**config.mk**
```make
export PLATFORM = sky130hd
export DESIGN_NAME = lock_selftest_reset_status_regs
export DESIGN_NICKNAME = d
export VERILOG_FILES = /design/src/rtl/sysctl_pkg.sv /design/src/rtl/selftest_if.sv /design/src/rtl/key_match.sv /design/src/rtl/lock_selftest_reset_status_regs.sv /design/src/rtl/selftest_engine.sv
export SDC_FILE = /design/constraint.sdc
export NUM_CORES = 1
export LEC_CHECK = 0
export BUFFER_PORTS_ARGS = -buffer_cell sky130_fd_sc_hd__buf_4
export CELL_PAD_IN_SITES_DETAIL_PLACEMENT = 1
export CELL_PAD_IN_SITES_GLOBAL_PLACEMENT = 2
export CORE_ASPECT_RATIO = 1.1
export CORE_MARGIN = 2
export CORE_UTILIZATION = 33
export CTS_CLUSTER_SIZE = 30
export DETAILED_ROUTE_END_ITERATION = 16
export PLACE_DENSITY_LB_ADDON = 0.1
export SYNTH_ARGS = -nofsm -noshare
export SYNTH_HDL_FRONTEND = slang
export SYNTH_SLANG_ARGS = --single-unit
export TNS_END_PERCENT = 100
```
**constraint.sdc**
```tcl
create_clock -name clk -period 2.25 [get_ports clk]
set_input_delay 0 -clock clk [delete_from_list [all_inputs] [get_ports clk]]
set_output_delay 0 -clock clk [all_outputs]
set_load 0.05 [all_outputs]
```
**src/rtl/sysctl_pkg.sv**
```systemverilog
// constants and types shared by the system-control register group
package sysctl_pkg;
  // ==========================================================
  // register bus geometry and field widths
  localparam int ADDR_W = 10;
  localparam int DATA_W = 16;
  localparam int LOCK_W = 3;
  localparam int LOG_W  = 3;
  localparam int COR_W  = 9;

  // ==========================================================
  // register addresses
  localparam logic [9:0] ADDR_WRITE_PROTECT = 10'h1CD;
  localparam logic [9:0] ADDR_COR_SELECT    = 10'h1CE;
  localparam logic [9:0] ADDR_RELEASE_KEY   = 10'h1CF;
  localparam logic [9:0] ADDR_GLOBAL_RESET1 = 10'h1D0;
  localparam logic [9:0] ADDR_GLOBAL_RESET2 = 10'h1D1;
  localparam logic [9:0] ADDR_RESET_CAUSE   = 10'h1D6;
  localparam logic [9:0] ADDR_SELFTEST      = 10'h1DC;
  // clear-on-read targets
  localparam logic [9:0] ADDR_DRIVER_STATUS = 10'h1B2;
  localparam logic [9:0] ADDR_DIAG_C0_CH1   = 10'h162;
  localparam logic [9:0] ADDR_DIAG_C1_CH1   = 10'h164;
  localparam logic [9:0] ADDR_DIAG_C0_CH2   = 10'h166;
  localparam logic [9:0] ADDR_DIAG_C1_CH2   = 10'h168;
  localparam logic [9:0] ADDR_STAT_C0_CH1   = 10'h108;
  localparam logic [9:0] ADDR_STAT_C1_CH1   = 10'h109;
  localparam logic [9:0] ADDR_STAT_C0_CH2   = 10'h128;
  localparam logic [9:0] ADDR_STAT_C1_CH2   = 10'h129;

  // ==========================================================
  // keys and field positions
  localparam logic [15:0] KEY_SELFTEST = 16'hB157;
  localparam logic [15:0] KEY_RELEASE  = 16'h1337;
  localparam logic [15:0] KEY_GLOBAL1  = 16'hF473;
  localparam logic [15:0] KEY_GLOBAL2  = 16'h57A1;
  localparam int LOCK_GLOBAL_BIT = 0;
  localparam int LOCK_RAM1_BIT   = 1;
  localparam int LOCK_RAM2_BIT   = 2;
  localparam int LOG_PIN_BIT     = 0;
  localparam int LOG_POR_BIT     = 1;
  localparam int LOG_SW_BIT      = 2;

  // ==========================================================
  // self-test
  typedef enum logic [1:0] {
    OUT_NEVER   = 2'h0,
    OUT_RUNNING = 2'h1,
    OUT_PASSED  = 2'h2,
    OUT_FAILED  = 2'h3
  } selftest_outcome_e;
  localparam int SELFTEST_TIME_NS = 2200000;
  localparam int CLK_PERIOD_NS    = 100;
  localparam int SELFTEST_CYCLES  = SELFTEST_TIME_NS / CLK_PERIOD_NS;
  localparam int RAM_AW           = 6;
  localparam logic [3:0] LAST_STEP = 4'h9;

  // byte written in each half of the five pattern passes
  function automatic logic [7:0] pattern_of(input logic [3:0] step);
    case (step)
      4'h1:    pattern_of = 8'h11;
      4'h2:    pattern_of = 8'h55;
      4'h3:    pattern_of = 8'hAA;
      4'h4:    pattern_of = 8'h0F;
      4'h5:    pattern_of = 8'hF0;
      4'h7:    pattern_of = 8'hFF;
      4'h8:    pattern_of = 8'hFF;
      default: pattern_of = 8'h00;
    endcase
  endfunction
endpackage

```
**src/rtl/selftest_if.sv**
```systemverilog
// launch and result handshake between register group and self-test engine
`timescale 1ns/1ps
interface selftest_if;
  logic start;
  logic done;
  logic failed;
  modport ctrl   (output start, input done, input failed);
  modport engine (input start, output done, output failed);
endinterface // selftest_if

```
**src/rtl/key_match.sv**
```systemverilog
// detects a write of one key value to one address
`timescale 1ns/1ps
module key_match #(
  parameter logic [9:0]  ADDR = 10'h000,
  parameter logic [15:0] KEY  = 16'h0000
) (
  input  wire logic        wr,
  input  wire logic [9:0]  addr,
  input  wire logic [15:0] data,
  output logic             hit
);
  // any other value at the address gives no hit
  assign hit = wr && (addr == ADDR) && (data == KEY);
endmodule // key_match

```
**src/rtl/lock_selftest_reset_status_regs.sv**
```systemverilog
// system-control registers: write protection, clear-on-read, reset cause, self-test
//
// Notes on behaviour
// - a 3-bit reset-cause log latches sources; any access to it clears it.
// - log bit 2 shows a global software reset since the last read.
// - log bit 1 shows a power-on reset since the last read.
// - log bit 0 shows a reset-pin assertion; reads as zero after power-on.
// - launch accepted only while both code memories are unlocked.
// - reading the self-test address returns the current outcome at any time.
// - the whole self-test takes about 2.2 ms.
// - five pattern pairs are written and read back over the memory.
// - outcome codes: 00 never, 01 running, 10 passed, 11 failed.
// - global protect makes lockable registers ignore serial writes.
// - writing bit 0 sets protection; later writes cannot clear it.
// - the release key clears all protection bits, tail bits included.
// - tail areas ignore global protect; bits 1 and 2 guard them.
// - only external host reads clear the selected registers, backdoor reads never.
// - select bit 0 makes the driver status clear on external read.
// - select bits 1 to 4 cover the four diagnosis register pairs.
// - select bits 5 to 8 cover the four core status registers.
// - a read coinciding with a core write leaves the new value intact.
// - software reset fires only when both global keys are held.
`timescale 1ns/1ps
module lock_selftest_reset_status_regs #(
  parameter int SELFTEST_MIN_CYCLES = sysctl_pkg::SELFTEST_CYCLES
) (
  input  wire logic                          clk,
  input  wire logic                          rst_n,
  input  wire logic [9:0]                    reg_addr,
  input  wire logic [15:0]                   reg_wdata,
  input  wire logic                          reg_wr,
  input  wire logic                          reg_rd,
  input  wire logic                          reg_from_host,
  output logic [15:0]                        reg_rdata,
  output logic                               reg_rvalid,
  input  wire logic                          target_lockable,
  input  wire logic                          target_tail1,
  input  wire logic                          target_tail2,
  output logic                               write_blocked,
  output logic                               global_write_protect,
  output logic                               data_ram1_tail_protect,
  output logic                               data_ram2_tail_protect,
  input  wire logic [8:0]                    core_write_same,
  output logic [8:0]                         clear_strobe,
  input  wire logic                          pin_reset_event,
  input  wire logic                          power_on_reset_event,
  output logic                               global_reset_req,
  input  wire logic                          code_ram1_unlocked,
  input  wire logic                          code_ram2_unlocked,
  output logic                               selftest_busy,
  output logic [sysctl_pkg::RAM_AW-1:0]      ram_addr,
  output logic [15:0]                        ram_wdata,
  output logic                               ram_we,
  input  wire logic [15:0]                   ram_rdata
);
  typedef struct packed {
    logic [sysctl_pkg::LOCK_W-1:0] lock;
    logic [sysctl_pkg::COR_W-1:0]  cor_sel;
    logic [sysctl_pkg::LOG_W-1:0]  cause;
    logic [15:0]                   gr1;
    logic [15:0]                   gr2;
    logic                          gr_req;
    sysctl_pkg::selftest_outcome_e outcome;
    logic                          st_start;
    logic [15:0]                   rdata;
    logic                          rvalid;
    logic [sysctl_pkg::COR_W-1:0]  clr;
  } regs_s;

  regs_s                        st_ff;
  regs_s                        nxt;
  logic                         launch_key;
  logic                         release_key;
  logic                         cause_access;
  logic                         ext_rd;
  logic [sysctl_pkg::COR_W-1:0] cor_hit;
  logic [sysctl_pkg::LOG_W-1:0] cause_set;

  selftest_if st_if ();

  // ==========================================================
  // key detectors
  key_match #(
    .ADDR (sysctl_pkg::ADDR_SELFTEST),
    .KEY  (sysctl_pkg::KEY_SELFTEST)
  ) u_launch_key (
    .wr   (reg_wr),
    .addr (reg_addr),
    .data (reg_wdata),
    .hit  (launch_key)
  );

  key_match #(
    .ADDR (sysctl_pkg::ADDR_RELEASE_KEY),
    .KEY  (sysctl_pkg::KEY_RELEASE)
  ) u_release_key (
    .wr   (reg_wr),
    .addr (reg_addr),
    .data (reg_wdata),
    .hit  (release_key)
  );

  // ==========================================================
  // memory self-test engine
  selftest_engine #(
    .MIN_CYCLES (SELFTEST_MIN_CYCLES)
  ) u_engine (
    .clk       (clk),
    .rst_n     (rst_n),
    .ctl       (st_if.engine),
    .ram_addr  (ram_addr),
    .ram_wdata (ram_wdata),
    .ram_we    (ram_we),
    .ram_rdata (ram_rdata)
  );

  assign st_if.start = st_ff.st_start;

  // ==========================================================
  // access decode
  assign ext_rd       = reg_rd && reg_from_host;
  assign cause_access = (reg_rd || reg_wr) && (reg_addr == sysctl_pkg::ADDR_RESET_CAUSE);

  // clear-on-read target match, diagnosis targets are address pairs
  always_comb begin
    cor_hit    = '0;
    cor_hit[0] = (reg_addr == sysctl_pkg::ADDR_DRIVER_STATUS);
    cor_hit[1] = (reg_addr[9:1] == sysctl_pkg::ADDR_DIAG_C0_CH1[9:1]);
    cor_hit[2] = (reg_addr[9:1] == sysctl_pkg::ADDR_DIAG_C1_CH1[9:1]);
    cor_hit[3] = (reg_addr[9:1] == sysctl_pkg::ADDR_DIAG_C0_CH2[9:1]);
    cor_hit[4] = (reg_addr[9:1] == sysctl_pkg::ADDR_DIAG_C1_CH2[9:1]);
    cor_hit[5] = (reg_addr == sysctl_pkg::ADDR_STAT_C0_CH1);
    cor_hit[6] = (reg_addr == sysctl_pkg::ADDR_STAT_C1_CH1);
    cor_hit[7] = (reg_addr == sysctl_pkg::ADDR_STAT_C0_CH2);
    cor_hit[8] = (reg_addr == sysctl_pkg::ADDR_STAT_C1_CH2);
  end

  // reset sources seen this cycle
  always_comb begin
    cause_set                          = '0;
    cause_set[sysctl_pkg::LOG_PIN_BIT] = pin_reset_event;
    cause_set[sysctl_pkg::LOG_POR_BIT] = power_on_reset_event;
    cause_set[sysctl_pkg::LOG_SW_BIT]  = st_ff.gr_req;
  end

  // ==========================================================
  // next state
  always_comb begin
    nxt          = st_ff;
    nxt.rvalid   = 1'b0;
    nxt.gr_req   = 1'b0;
    nxt.st_start = 1'b0;
    // protection bits can only be set by writes
    if (reg_wr && reg_addr == sysctl_pkg::ADDR_WRITE_PROTECT) begin
      nxt.lock = st_ff.lock | reg_wdata[sysctl_pkg::LOCK_W-1:0];
    end
    if (release_key) begin
      nxt.lock = '0;
    end
    if (reg_wr && reg_addr == sysctl_pkg::ADDR_COR_SELECT) begin
      nxt.cor_sel = reg_wdata[sysctl_pkg::COR_W-1:0];
    end
    // global reset keys, request then wipe
    if (reg_wr && reg_addr == sysctl_pkg::ADDR_GLOBAL_RESET1) nxt.gr1 = reg_wdata;
    if (reg_wr && reg_addr == sysctl_pkg::ADDR_GLOBAL_RESET2) nxt.gr2 = reg_wdata;
    if (st_ff.gr1 == sysctl_pkg::KEY_GLOBAL1 && st_ff.gr2 == sysctl_pkg::KEY_GLOBAL2) begin
      nxt.gr_req = 1'b1;
      nxt.gr1    = '0;
      nxt.gr2    = '0;
    end
    // log cleared on access, a new source in the same cycle wins
    if (cause_access) nxt.cause = '0;
    nxt.cause = nxt.cause | cause_set;
    // power loss wipes the older history, the pin bit is given as zero
    if (power_on_reset_event) begin
      nxt.cause                          = cause_set;
      nxt.cause[sysctl_pkg::LOG_PIN_BIT] = 1'b0;
    end
    // self-test launch and completion
    if (launch_key && code_ram1_unlocked && code_ram2_unlocked
        && st_ff.outcome != sysctl_pkg::OUT_RUNNING) begin
      nxt.st_start = 1'b1;
      nxt.outcome  = sysctl_pkg::OUT_RUNNING;
    end
    if (st_if.done) begin
      nxt.outcome = st_if.failed ? sysctl_pkg::OUT_FAILED : sysctl_pkg::OUT_PASSED;
    end
    // clear strobes: external reads only, a coinciding core write wins
    nxt.clr = cor_hit & st_ff.cor_sel & {sysctl_pkg::COR_W{ext_rd}} & ~core_write_same;
    // read data
    if (reg_rd) begin
      nxt.rvalid = 1'b1;
      nxt.rdata  = '0;
      case (reg_addr)
        sysctl_pkg::ADDR_WRITE_PROTECT: nxt.rdata[sysctl_pkg::LOCK_W-1:0] = st_ff.lock;
        sysctl_pkg::ADDR_COR_SELECT:    nxt.rdata[sysctl_pkg::COR_W-1:0]  = st_ff.cor_sel;
        sysctl_pkg::ADDR_RESET_CAUSE:   nxt.rdata[sysctl_pkg::LOG_W-1:0]  = st_ff.cause;
        sysctl_pkg::ADDR_SELFTEST:      nxt.rdata[1:0] = st_ff.outcome;
        sysctl_pkg::ADDR_RELEASE_KEY,
        sysctl_pkg::ADDR_GLOBAL_RESET1,
        sysctl_pkg::ADDR_GLOBAL_RESET2: nxt.rdata = '0;
        default:                        nxt.rvalid = 1'b0;
      endcase
    end
  end

  // ==========================================================
  // state register, the cause log survives the main reset
  always_ff @(posedge clk) begin
    if (!rst_n) begin
      st_ff       <= '0;
      st_ff.cause <= nxt.cause;
    end else begin
      st_ff <= nxt;
    end
  end

  // ==========================================================
  // outputs
  assign reg_rdata              = st_ff.rdata;
  assign reg_rvalid             = st_ff.rvalid;
  assign clear_strobe           = st_ff.clr;
  assign global_reset_req       = st_ff.gr_req;
  assign selftest_busy          = (st_ff.outcome == sysctl_pkg::OUT_RUNNING);
  assign global_write_protect   = st_ff.lock[sysctl_pkg::LOCK_GLOBAL_BIT];
  assign data_ram1_tail_protect = st_ff.lock[sysctl_pkg::LOCK_RAM1_BIT];
  assign data_ram2_tail_protect = st_ff.lock[sysctl_pkg::LOCK_RAM2_BIT];

  // serial writes refused by protection, reads always pass
  assign write_blocked = reg_wr && reg_from_host && (
      (target_lockable && global_write_protect) ||
      (target_tail1 && data_ram1_tail_protect) ||
      (target_tail2 && data_ram2_tail_protect));

  // ==========================================================
  // checks
  log_clear_a: assert property (@(posedge clk) disable iff (!rst_n)
    (cause_access && !pin_reset_event && !power_on_reset_event && !st_ff.gr_req)
    |=> st_ff.cause == '0)
    else $error("reset-cause log not cleared by access");

  sw_cause_a: assert property (@(posedge clk) disable iff (!rst_n)
    st_ff.gr_req |=> st_ff.cause[sysctl_pkg::LOG_SW_BIT])
    else $error("software reset not logged");

  por_cause_a: assert property (@(posedge clk) disable iff (!rst_n)
    power_on_reset_event |=> st_ff.cause[sysctl_pkg::LOG_POR_BIT])
    else $error("power-on reset not logged");

  pin_cause_a: assert property (@(posedge clk) disable iff (!rst_n)
    (pin_reset_event && !power_on_reset_event) |=> st_ff.cause[sysctl_pkg::LOG_PIN_BIT])
    else $error("pin reset not logged");

  launch_ok_a: assert property (@(posedge clk) disable iff (!rst_n)
    (launch_key && code_ram1_unlocked && code_ram2_unlocked
     && st_ff.outcome != sysctl_pkg::OUT_RUNNING)
    |=> st_ff.st_start && st_ff.outcome == sysctl_pkg::OUT_RUNNING)
    else $error("valid launch not accepted");

  launch_refused_a: assert property (@(posedge clk) disable iff (!rst_n)
    (reg_wr && reg_addr == sysctl_pkg::ADDR_SELFTEST && !st_if.done
     && (!launch_key || !code_ram1_unlocked || !code_ram2_unlocked))
    |=> !st_ff.st_start && st_ff.outcome == $past(st_ff.outcome))
    else $error("refused launch changed test state");

  outcome_read_a: assert property (@(posedge clk) disable iff (!rst_n)
    (reg_rd && reg_addr == sysctl_pkg::ADDR_SELFTEST)
    |=> reg_rvalid && reg_rdata == {14'h0000, $past(st_ff.outcome)})
    else $error("self-test read returned wrong status");

  outcome_code_a: assert property (@(posedge clk) disable iff (!rst_n)
    st_if.done |=> st_ff.outcome == (st_if.failed ? sysctl_pkg::OUT_FAILED
                                                   : sysctl_pkg::OUT_PASSED))
    else $error("self-test outcome coded wrongly");

  busy_hold_a: assert property (@(posedge clk) disable iff (!rst_n)
    (selftest_busy && !st_if.done) |=> selftest_busy)
    else $error("running status dropped without completion");

  lock_block_a: assert property (@(posedge clk) disable iff (!rst_n)
    (reg_wr && reg_from_host && target_lockable && global_write_protect) |-> write_blocked)
    else $error("write to locked register not refused");

  lock_sticky_a: assert property (@(posedge clk) disable iff (!rst_n)
    (global_write_protect && !release_key) |=> global_write_protect)
    else $error("protection cleared without release key");

  lock_set_a: assert property (@(posedge clk) disable iff (!rst_n)
    (reg_wr && reg_addr == sysctl_pkg::ADDR_WRITE_PROTECT
     && reg_wdata[sysctl_pkg::LOCK_GLOBAL_BIT]) |=> global_write_protect)
    else $error("protection bit not set by write");

  release_all_a: assert property (@(posedge clk) disable iff (!rst_n)
    release_key |=> st_ff.lock == '0)
    else $error("release key left protection bits set");

  tail_apart_a: assert property (@(posedge clk) disable iff (!rst_n)
    (reg_wr && target_tail1 && !target_lockable && !target_tail2
     && !data_ram1_tail_protect) |-> !write_blocked)
    else $error("global protect reached the tail area");

  backdoor_keep_a: assert property (@(posedge clk) disable iff (!rst_n)
    (reg_rd && !reg_from_host) |=> clear_strobe == '0)
    else $error("backdoor read cleared a register");

  driver_clear_a: assert property (@(posedge clk) disable iff (!rst_n)
    (ext_rd && reg_addr == sysctl_pkg::ADDR_DRIVER_STATUS
     && st_ff.cor_sel[0] && !core_write_same[0]) |=> clear_strobe[0])
    else $error("driver status not cleared on read");

  diag_pair_a: assert property (@(posedge clk) disable iff (!rst_n)
    (ext_rd && reg_addr == sysctl_pkg::ADDR_DIAG_C1_CH2 + 10'h001
     && st_ff.cor_sel[4] && !core_write_same[4]) |=> clear_strobe[4])
    else $error("diagnosis pair not cleared on read");

  stat_clear_a: assert property (@(posedge clk) disable iff (!rst_n)
    (ext_rd && reg_addr == sysctl_pkg::ADDR_STAT_C0_CH1
     && st_ff.cor_sel[5] && !core_write_same[5]) |=> clear_strobe[5])
    else $error("core status not cleared on read");

  core_wins_a: assert property (@(posedge clk) disable iff (!rst_n)
    (ext_rd && core_write_same[0]) |=> !clear_strobe[0])
    else $error("clear overrode coinciding core write");

  reset_key_a: assert property (@(posedge clk) disable iff (!rst_n)
    global_reset_req |-> $past(st_ff.gr1) == sysctl_pkg::KEY_GLOBAL1
                         && $past(st_ff.gr2) == sysctl_pkg::KEY_GLOBAL2)
    else $error("software reset without both keys");

  reset_pulse_a: assert property (@(posedge clk) disable iff (!rst_n)
    global_reset_req |=> !global_reset_req)
    else $error("software reset request longer than one cycle");

  start_busy_a: assert property (@(posedge clk) disable iff (!rst_n)
    st_ff.st_start |-> selftest_busy)
    else $error("self-test started without running status");

  tail_lock_a: assert property (@(posedge clk) disable iff (!rst_n)
    (reg_wr && reg_from_host && target_tail2 && data_ram2_tail_protect) |-> write_blocked)
    else $error("write to protected tail area not refused");

  backdoor_write_a: assert property (@(posedge clk) disable iff (!rst_n)
    (reg_wr && !reg_from_host) |-> !write_blocked)
    else $error("backdoor write refused by protection");
endmodule // lock_selftest_reset_status_regs

```
**src/rtl/selftest_engine.sv**
```systemverilog
// memory pattern walker with a floor on its run time
`timescale 1ns/1ps
module selftest_engine #(
  parameter int MIN_CYCLES = sysctl_pkg::SELFTEST_CYCLES
) (
  input  wire logic                          clk,
  input  wire logic                          rst_n,
  selftest_if.engine                         ctl,
  output logic [sysctl_pkg::RAM_AW-1:0]      ram_addr,
  output logic [15:0]                        ram_wdata,
  output logic                               ram_we,
  input  wire logic [15:0]                   ram_rdata
);
  typedef enum logic [3:0] {
    E_IDLE  = 4'b0001,
    E_WRITE = 4'b0010,
    E_READ  = 4'b0100,
    E_DONE  = 4'b1000
  } phase_e;
  typedef struct packed {
    phase_e                    phase;
    logic [3:0]                step;
    logic [sysctl_pkg::RAM_AW-1:0] addr;
    logic                      chk;
    logic [7:0]                chk_pat;
    logic                      bad;
    logic [15:0]               elapsed;
    logic                      done;
    logic                      failed;
  } eng_s;
  eng_s st_ff;
  eng_s nxt;
  logic mism;
  localparam logic [sysctl_pkg::RAM_AW-1:0] ADDR_INC = {{(sysctl_pkg::RAM_AW-1){1'b0}}, 1'b1};

  // ==========================================================
  // walk: write pattern everywhere, read it back, ten halves
  always_comb begin
    nxt      = st_ff;
    nxt.done = 1'b0;
    nxt.chk  = 1'b0;
    mism     = st_ff.chk && (ram_rdata != {2{st_ff.chk_pat}});
    nxt.bad  = st_ff.bad | mism;
    if (st_ff.phase != E_IDLE) nxt.elapsed = st_ff.elapsed + 16'h0001;
    case (st_ff.phase)
      E_IDLE: begin
        if (ctl.start) begin
          nxt.phase   = E_WRITE;
          nxt.step    = 4'h0;
          nxt.addr    = '0;
          nxt.bad     = 1'b0;
          nxt.elapsed = 16'h0000;
        end
      end
      E_WRITE: begin
        nxt.addr = st_ff.addr + ADDR_INC;
        if (&st_ff.addr) nxt.phase = E_READ;
      end
      E_READ: begin
        nxt.chk     = 1'b1;
        nxt.chk_pat = sysctl_pkg::pattern_of(st_ff.step);
        nxt.addr    = st_ff.addr + ADDR_INC;
        if (&st_ff.addr) begin
          nxt.step  = st_ff.step + 4'h1;
          nxt.phase = (st_ff.step == sysctl_pkg::LAST_STEP) ? E_DONE : E_WRITE;
        end
      end
      E_DONE: begin
        // hold the result back until the nominal run time has passed
        if (!st_ff.chk && st_ff.elapsed >= 16'(MIN_CYCLES - 1)) begin
          nxt.done   = 1'b1;
          nxt.failed = nxt.bad;
          nxt.phase  = E_IDLE;
        end
      end
      default: nxt.phase = E_IDLE;
    endcase
  end

  // state register
  always_ff @(posedge clk) begin
    if (!rst_n) begin
      st_ff       <= '0;
      st_ff.phase <= E_IDLE;
    end else begin
      st_ff <= nxt;
    end
  end

  assign ram_addr   = st_ff.addr;
  assign ram_we     = (st_ff.phase == E_WRITE);
  assign ram_wdata  = {2{sysctl_pkg::pattern_of(st_ff.step)}};
  assign ctl.done   = st_ff.done;
  assign ctl.failed = st_ff.failed;

  // ==========================================================
  // checks
  run_floor_a: assert property (@(posedge clk) disable iff (!rst_n)
    st_ff.done |-> st_ff.elapsed >= 16'(MIN_CYCLES - 1))
    else $error("self-test finished before its run time");
  fail_flag_a: assert property (@(posedge clk) disable iff (!rst_n)
    (mism && st_ff.phase == E_DONE) |=> st_ff.bad || st_ff.done)
    else $error("pattern mismatch not recorded");
endmodule // selftest_engine

```
==> run_results.csv, run 1 <==
group,metric,value,unit
layout,nFillCells,1900,
global_routing,overflow,0,
pwr,p_seq_frac,0.486,
clocking,numCtsBuffers,9,
critical_path,rrSetupSlack,350,ps
flow_run,cap_violations,0,
critical_path,r2r-start,"u_engine.st_ff[39]",
pwr,clockPowerShare,0.375,
critical_path,arrival,2350,ps
pwr,intPower,0.00297,W
critical_path,critPathMaxStageDelay,590,ps
synthesis,synthArstFlopShare,0,
placement,io_buffers,110,
critical_path,required,2550,ps
clocking,post_cts.repair.setup_buffers,0,
pwr,switching_share,0.284,
critical_path,rr_worst_depth,5,
floorplanning,start_util,0.337,
synthesis,synth_edf_count,0,
sta,hold_viol_final,0,
sta,slew_headroom,0.510,
synthesis,ys.flop_type,"dfxtp_1",
critical_path,path_cells,"dlygate4sd3_1 -> buf_4 -> nand4b_1 -> nor4_2 -> nand2_1 -> nor4b_2 -> dlygate4sd3_1",
synthesis,syn_area,5510,um2
floorplanning,io_pins,118,
clocking,clockBufferDepth,2,
layout,drive_above_1_share,0.211,
sta,fin_crit_sh,0.911,
routing,viasPerCell,5.25,
routing,antenna_left,0,
routing,drt-met1-wl,7070,um
critical_path,cpMostUsedCell,"dlygate4sd3_1",
pwr,ir_drop,0.385,mV
critical_path,endpoint_kind,"register",
synthesis,syn_avg_cell_area,8.80,um2
routing,vias,4947,
sta,clock_skew,9.33,ps
critical_path,start_kind,"primary input",
pwr,power.density,597,nW/um2
floorplanning,die_x,127,um
pwr,p_total,0.00415,W
critical_path,criticalPathCategory,"in -> reg",
synthesis,synth-seq-cells,110,
clocking,cts_sinks,110,
sta,max_freq,488,MHz
clocking,clockRootBuffer,"clkbuf_16",
critical_path,timing.rr.end,"u_engine.st_ff[16]",
routing,wl_per_cell,17.2,um
pwr,p_leak,2.92,nW
layout,antenna_cells,0,
synthesis,netlist_instances,626,
hold_path,worst_hold_path_type,"in -> reg",
routing,wl_met2,8410,um
sta,drv_slew,0,
layout,nets,802,
global_routing,grt_pass1_wl,26200,um
critical_path,path_max_fanout,21,
routing,detail_route.first_pass.iterations,5,
synthesis,ys_seq_area_frac,0.400,
floorplanning,rows,49,
clocking,htree_levels,3,
layout,stdcell_count,942,
hold_path,hp-start,"reg_rd",
hold_path,holdPathStages,2,
global_routing,antenna_found_initial,0,
placement,place_hpwl,12100,um
routing,drc,0,
global_routing,grtUsageTotal,0.185,
floorplanning,core-area,16400,um2
floorplanning,die_area,17700,um2
routing,top_layer,"met4",
sta,period_needed,2050,ps
routing,postRouteWirelength,16200,um
placement,dp.cells,888,
sta,setup_viol,0,
outcome,status,"finished, final reports clean",
synthesis,ys_warn_count,0,
critical_path,cpMaxStageDelayCell,"dlygate4sd3_1",
clocking,clkSlewWorstSetupHoldPaths,80,ps
synthesis,ys_types,65,
sta,rsz0062_at_grt,"no",
pwr,p_switching,0.00118,W
clocking,cts_tree,"done",
sta,max_slew.worst_pin.slew,730,ps
global_routing,grt_max_degree,43,
layout,area_growth,26.3,%
routing,drt_iter0_markers,152,
global_routing,grt_pass1_vias,5074,
floorplanning,fp.dieH,140,um
clocking,clock_latency,360,ps
routing,dr_wl_met3,457,um
pwr,comb_power_share,0.139,
hold_path,hold-path-endpoint,"reg_rdata[2]",
placement,globalplace.congestion,0.824,
==> flip-flops by register name (all words and copies together) (netlist names), 6 cells and up <==
name               cells
st_ff                 46
u_engine.st_ff        32
clear_strobe           9
reg_rdata              9
u_engine.ram_addr      6
==> area by class of cell <==
cell class              count  area [um2]  area share
flip-flops and latches    110        2200       0.317
inverters                  14        52.6     0.00755
repair buffers            158        1280       0.184
well taps                 204         255      0.0367
clock inverters             7        57.6     0.00827
multi-input cells         440        2880       0.414
clock buffers               9         225      0.0324
==> logic make-up (layout without fill, tap and decap cells) <==
group,Yosys count,count (layout),synth area share
AO/OA/AOI/OAI,90,90,0.108
XOR/XNOR,9,9,0.0143
adder cells (fa/ha/maj),6,6,0.0136
buffers and inverters,82,188,0.0902
flip-flops,110,110,0.400
multiplexers,46,46,0.0836
other,1,7,0.000681
AND/OR/NAND/NOR,282,282,0.290
==> worst max-delay path, delay by kind of cell <==
| kind | cells | cell delay [ps] |
|---|---|---|
| buf+inv | 3 | 1400 |
| simple gates | 4 | 950 |
==> cells in the final DEF, fill, tap and decap left out, types with 5 or more instances in the layout <==
cell type / netlist / routed
buf_4: 46 / 120
dfxtp_1: 110 / 110
nor2_1: 78 / 78
mux2i_1: 46 / 46
nand2_1: 41 / 41
dlygate4sd3_1: 0 / 38
a21oi_1: 36 / 36
nand3_1: 26 / 26
nor3_1: 20 / 20
inv_1: 13 / 13
nand2b_1: 12 / 12
nor2b_1: 11 / 11
nand4_1: 10 / 10
nor4_1: 12 / 10
clkbuf_16: 0 / 9
nand3b_1: 8 / 8
and3_1: 8 / 8
conb_1: 1 / 7
and4b_1: 6 / 6
nor4b_1: 7 / 6
o211ai_1: 6 / 6
ha_1: 6 / 6
xnor2_1: 5 / 5
nor4bb_1: 5 / 5
o21ai_0: 7 / 5
or3_1: 5 / 5
==> cells in the mapped netlist (5+ instances only) <==
master	count	area share
dfxtp_1	110	0.40
nor2_1	78	0.053
buf_4	46	0.063
mux2i_1	46	0.084
nand2_1	41	0.028
a21oi_1	36	0.033
nand3_1	26	0.024
nor3_1	20	0.018
clkbuf_1	14	0.0095
inv_1	13	0.0089
nand2b_1	12	0.014
nor4_1	12	0.014
nor2b_1	11	0.012
nand4_1	10	0.011
and3_1	8	0.0091
nand3b_1	8	0.011
buf_2	7	0.0064
nor4b_1	7	0.011
o21ai_0	7	0.0064
and4b_1	6	0.011
ha_1	6	0.014
o211ai_1	6	0.0082
a211oi_1	5	0.0068
nor4bb_1	5	0.0091
or3_1	5	0.0057
xnor2_1	5	0.0079
==> through the flow <==
| step | TNS (ps) | setup slack (ps) | util | hold WS, ps | instance area (um2) |
|---|---|---|---|---|---|
| 6_report | 0 | 200 | 0.425 | 13.1 | 6960 |
| 5_1_grt | 0 | 103 | 0.425 | 28.8 | 6960 |
| 4_1_cts | 0 | 107 | 0.424 | 4.50 | 6940 |
| 3_5_place_dp | 0 | 379 | 0.384 | 167 | 6280 |
| 3_3_place_gp | 0 | 473 | 0.384 | 165 | 6280 |
| 2_1_floorplan | -95.8 | -95.8 | - | 72.4 | 5550 |
==> power groups by stage <==
stage	registers [W]	logic, W	clock network [W]
3_5_place_dp	0.00207	0.000539	0
5_1_grt	0.00203	0.000633	0.00168
3_3_place_gp	0.00206	0.000537	0
2_1_floorplan	0.00204	0.000370	0
4_1_cts	0.00202	0.000580	0.00161
6_report	0.00202	0.000577	0.00156
==> how the worst max path moves through the flow <==
stage          depth (start not counted)                from            endpoint
6_report                               7               rst_n     clear_strobe[5]
3_3_place_gp                           4  u_engine.st_ff[40]  u_engine.st_ff[37]
2_1_floorplan                          6  u_engine.st_ff[35]       ram_wdata[12]
5_1_grt                                7               rst_n     clear_strobe[6]
3_5_place_dp                           5  u_engine.st_ff[39]  u_engine.st_ff[16]
4_1_cts                                7               rst_n     clear_strobe[6]
==> layer usage <==
| layer | up-vias | global-route usage |
|---|---|---|
| li1 | 2433 | - |
| met1 | 2402 | 0.218 |
| met2 | 95 | 0.341 |
| met3 | 17 | 0.0258 |
| met4 | 0 | 0.0648 |
| met5 | - | 0 |
==> repair_timing <==
action / CTS / global route
hold endpoints to repair: 57 / 0
endpoints found under the setup margin: 0 / 2
resized for setup: 0 / 2
hold buffers: 38 / 0
Note: power is estimated with default switching activity, not from simulation.
==> inputs of run 2 (changes only) <==
--- a/config.mk
+++ b/config.mk
@@ -7,10 +7,10 @@
 export LEC_CHECK = 0
 export BUFFER_PORTS_ARGS = -buffer_cell sky130_fd_sc_hd__buf_4
 export CELL_PAD_IN_SITES_DETAIL_PLACEMENT = 1
-export CELL_PAD_IN_SITES_GLOBAL_PLACEMENT = 2
+export CELL_PAD_IN_SITES_GLOBAL_PLACEMENT = 1
 export CORE_ASPECT_RATIO = 1.1
 export CORE_MARGIN = 2
-export CORE_UTILIZATION = 33
+export CORE_UTILIZATION = 41
 export CTS_CLUSTER_SIZE = 30
 export DETAILED_ROUTE_END_ITERATION = 16
 export PLACE_DENSITY_LB_ADDON = 0.1
==> run 2 against run 1 <==
- clock power is 20% higher
- sequential cell count stayed put
- largest power group unchanged
- critical path depth unchanged
- first-iteration DRC count grew 52%
- critical endpoint unchanged
==> run_results.csv, run 2 (synthesis gave the netlist of run 1 again) <==
group,metric,value,unit
floorplanning,fp.dieH,126,um
sta,max_slew.worst_pin.slew,718,ps
floorplanning,rows,44,
sta,drv_slew,0,
floorplanning,io_pins,118,
global_routing,antenna_found_initial,0,
critical_path,arrival,2430,ps
layout,drive_above_1_share,0.209,
routing,viasPerCell,5.58,
clocking,clockRootBuffer,"clkbuf_16",
global_routing,overflow,0,
sta,hold_viol_final,0,
global_routing,grt_max_degree,27,
critical_path,path_max_fanout,21,
pwr,p_total,0.00446,W
global_routing,grt_pass1_wl,27000,um
hold_path,hp-start,"reg_rd",
routing,drt_iter0_markers,231,
critical_path,timing.rr.end,"u_engine.st_ff[37]",
layout,antenna_cells,0,
sta,slew_headroom,0.520,
pwr,power.density,642,nW/um2
layout,nets,801,
routing,postRouteWirelength,16300,um
placement,placed_cell_area,6220,um2
sta,setup_viol,0,
clocking,cts_sinks,110,
hold_path,hold-path-endpoint,"reg_rdata[2]",
routing,vias,5010,
hold_path,holdPathStages,2,
layout,final_common_cell,"buf_4",
critical_path,required,2560,ps
critical_path,rr_worst_depth,4,
layout,largestRegisters,"st_ff: 46 flops, u_engine.st_ff: 32 flops",
critical_path,start_kind,"primary input",
sta,period_needed,2130,ps
floorplanning,die_area,14400,um2
outcome,status,"finished, final reports clean",
clocking,clockBufferDepth,2,
routing,wl_per_cell,18.2,um
global_routing,grtUsageTotal,0.234,
floorplanning,core-area,13200,um2
floorplanning,die_x,115,um
hold_path,worst_hold_path_type,"in -> reg",
sta,fin_ws,125,ps
sta,fin_crit_sh,0.945,
layout,final_cell_area,6950,um2
clocking,clkSlewWorstSetupHoldPaths,70,ps
sta,rsz0062_at_grt,"no",
routing,drc,0,
placement,dp_slack,425,ps
sta,max_freq,471,MHz
routing,antenna_left,0,
routing,detail_route.first_pass.iterations,4,
critical_path,criticalPathCategory,"in -> reg",
layout,final_util,0.528,
placement,io_buffers,110,
layout,final_cell_mix,"buf_4 (119), dfxtp_1 (110), nor2_1 (78), mux2i_1 (46), nand2_1 (41)",
pwr,p_leak,2.95,nW
critical_path,r2r-start,"u_engine.st_ff[40]",
placement,globalplace.congestion,0.832,
clocking,numCtsBuffers,9,
critical_path,endpoint_kind,"register",
layout,nFillCells,1531,
layout,regMostFlops,"st_ff",
floorplanning,start_util,0.419,
placement,place_hpwl,11800,um
layout,largest_reg_flops,46,
clocking,clock_latency,360,ps
clocking,cts_tree,"done",
layout,area_growth,26.2,%
sta,clock_skew,5.62,ps
flow_run,cap_violations,0,
global_routing,grt_pass1_vias,5333,
critical_path,crit_start,"rst_n",
critical_path,rrSetupSlack,400,ps
clocking,post_cts.repair.setup_buffers,0,
clocking,htree_levels,3,
pwr,ir_drop,0.397,mV
[run 2: how the worst max path moves through the flow]
| stage | end | slack, ps |
|---|---|---|
| global route | clear_strobe[5] | 10 |
| global placement | u_engine.st_ff[37] | 480 |
| detailed placement | u_engine.st_ff[14] | 420 |
| floorplan | ram_wdata[12] | -100 |
| CTS | clear_strobe[6] | 110 |
| finish | clear_strobe[5] | 120 |
[run 2: report_power, final]
part           switching [W]  internal, W  total, W
combinational       0.000341     0.000232  0.000573
clock               0.000773      0.00110   0.00187
sequential         0.0000459      0.00197   0.00202
total                0.00116      0.00330   0.00446
[run 2: critical path, cell delays in order]
cell and delay (ps):
dlygate4sd3_1 530, buf_4 270, nand4b_1 250, nor4_2 370, nand2_1 160, nor4b_1 270, dlygate4sd3_1 580
[run 2: metrics by stage]
stage / hold WS, ps / setup TNS [ps] / std cells
5_1_grt: 21.8 / 0 / 898
2_1_floorplan: 72.4 / -95.8 / 632
6_report: 7.62 / 0 / 898
3_3_place_gp: 164 / 0 / 844
3_5_place_dp: 170 / 0 / 844
4_1_cts: 12.2 / 0 / 898
[run 2: what timing repair did]
| action | 4_1_cts | 5_1_grt |
|---|---|---|
| endpoints found under the hold margin | 57 | 0 |
| hold buffers | 38 | 0 |
| endpoints found under the setup margin | 0 | 3 |
| resized for setup | 0 | 1 |
[run 2: metal layers]
metal / GRT usage / vias up / wire length, um / share of wire
met4: 0.0904 / 0 / 360 / 0.022
met5: 0 / - / 0 / 0
met2: 0.418 / 110 / 8500 / 0.52
met3: 0.0354 / 20 / 524 / 0.032
li1: - / 2421 / - / -
met1: 0.280 / 2459 / 6960 / 0.43
[run 2: final cells by class]
class	count	area [um2]	share of cell area
Tap cell	161	201	0.0290
Clock inverter	7	120	0.0173
Sequential cell	110	2200	0.317
Timing Repair Buffer	157	1270	0.183
Clock buffer	9	225	0.0324
Inverter	14	52.6	0.00756
Multi-Input combinational cell	440	2880	0.414
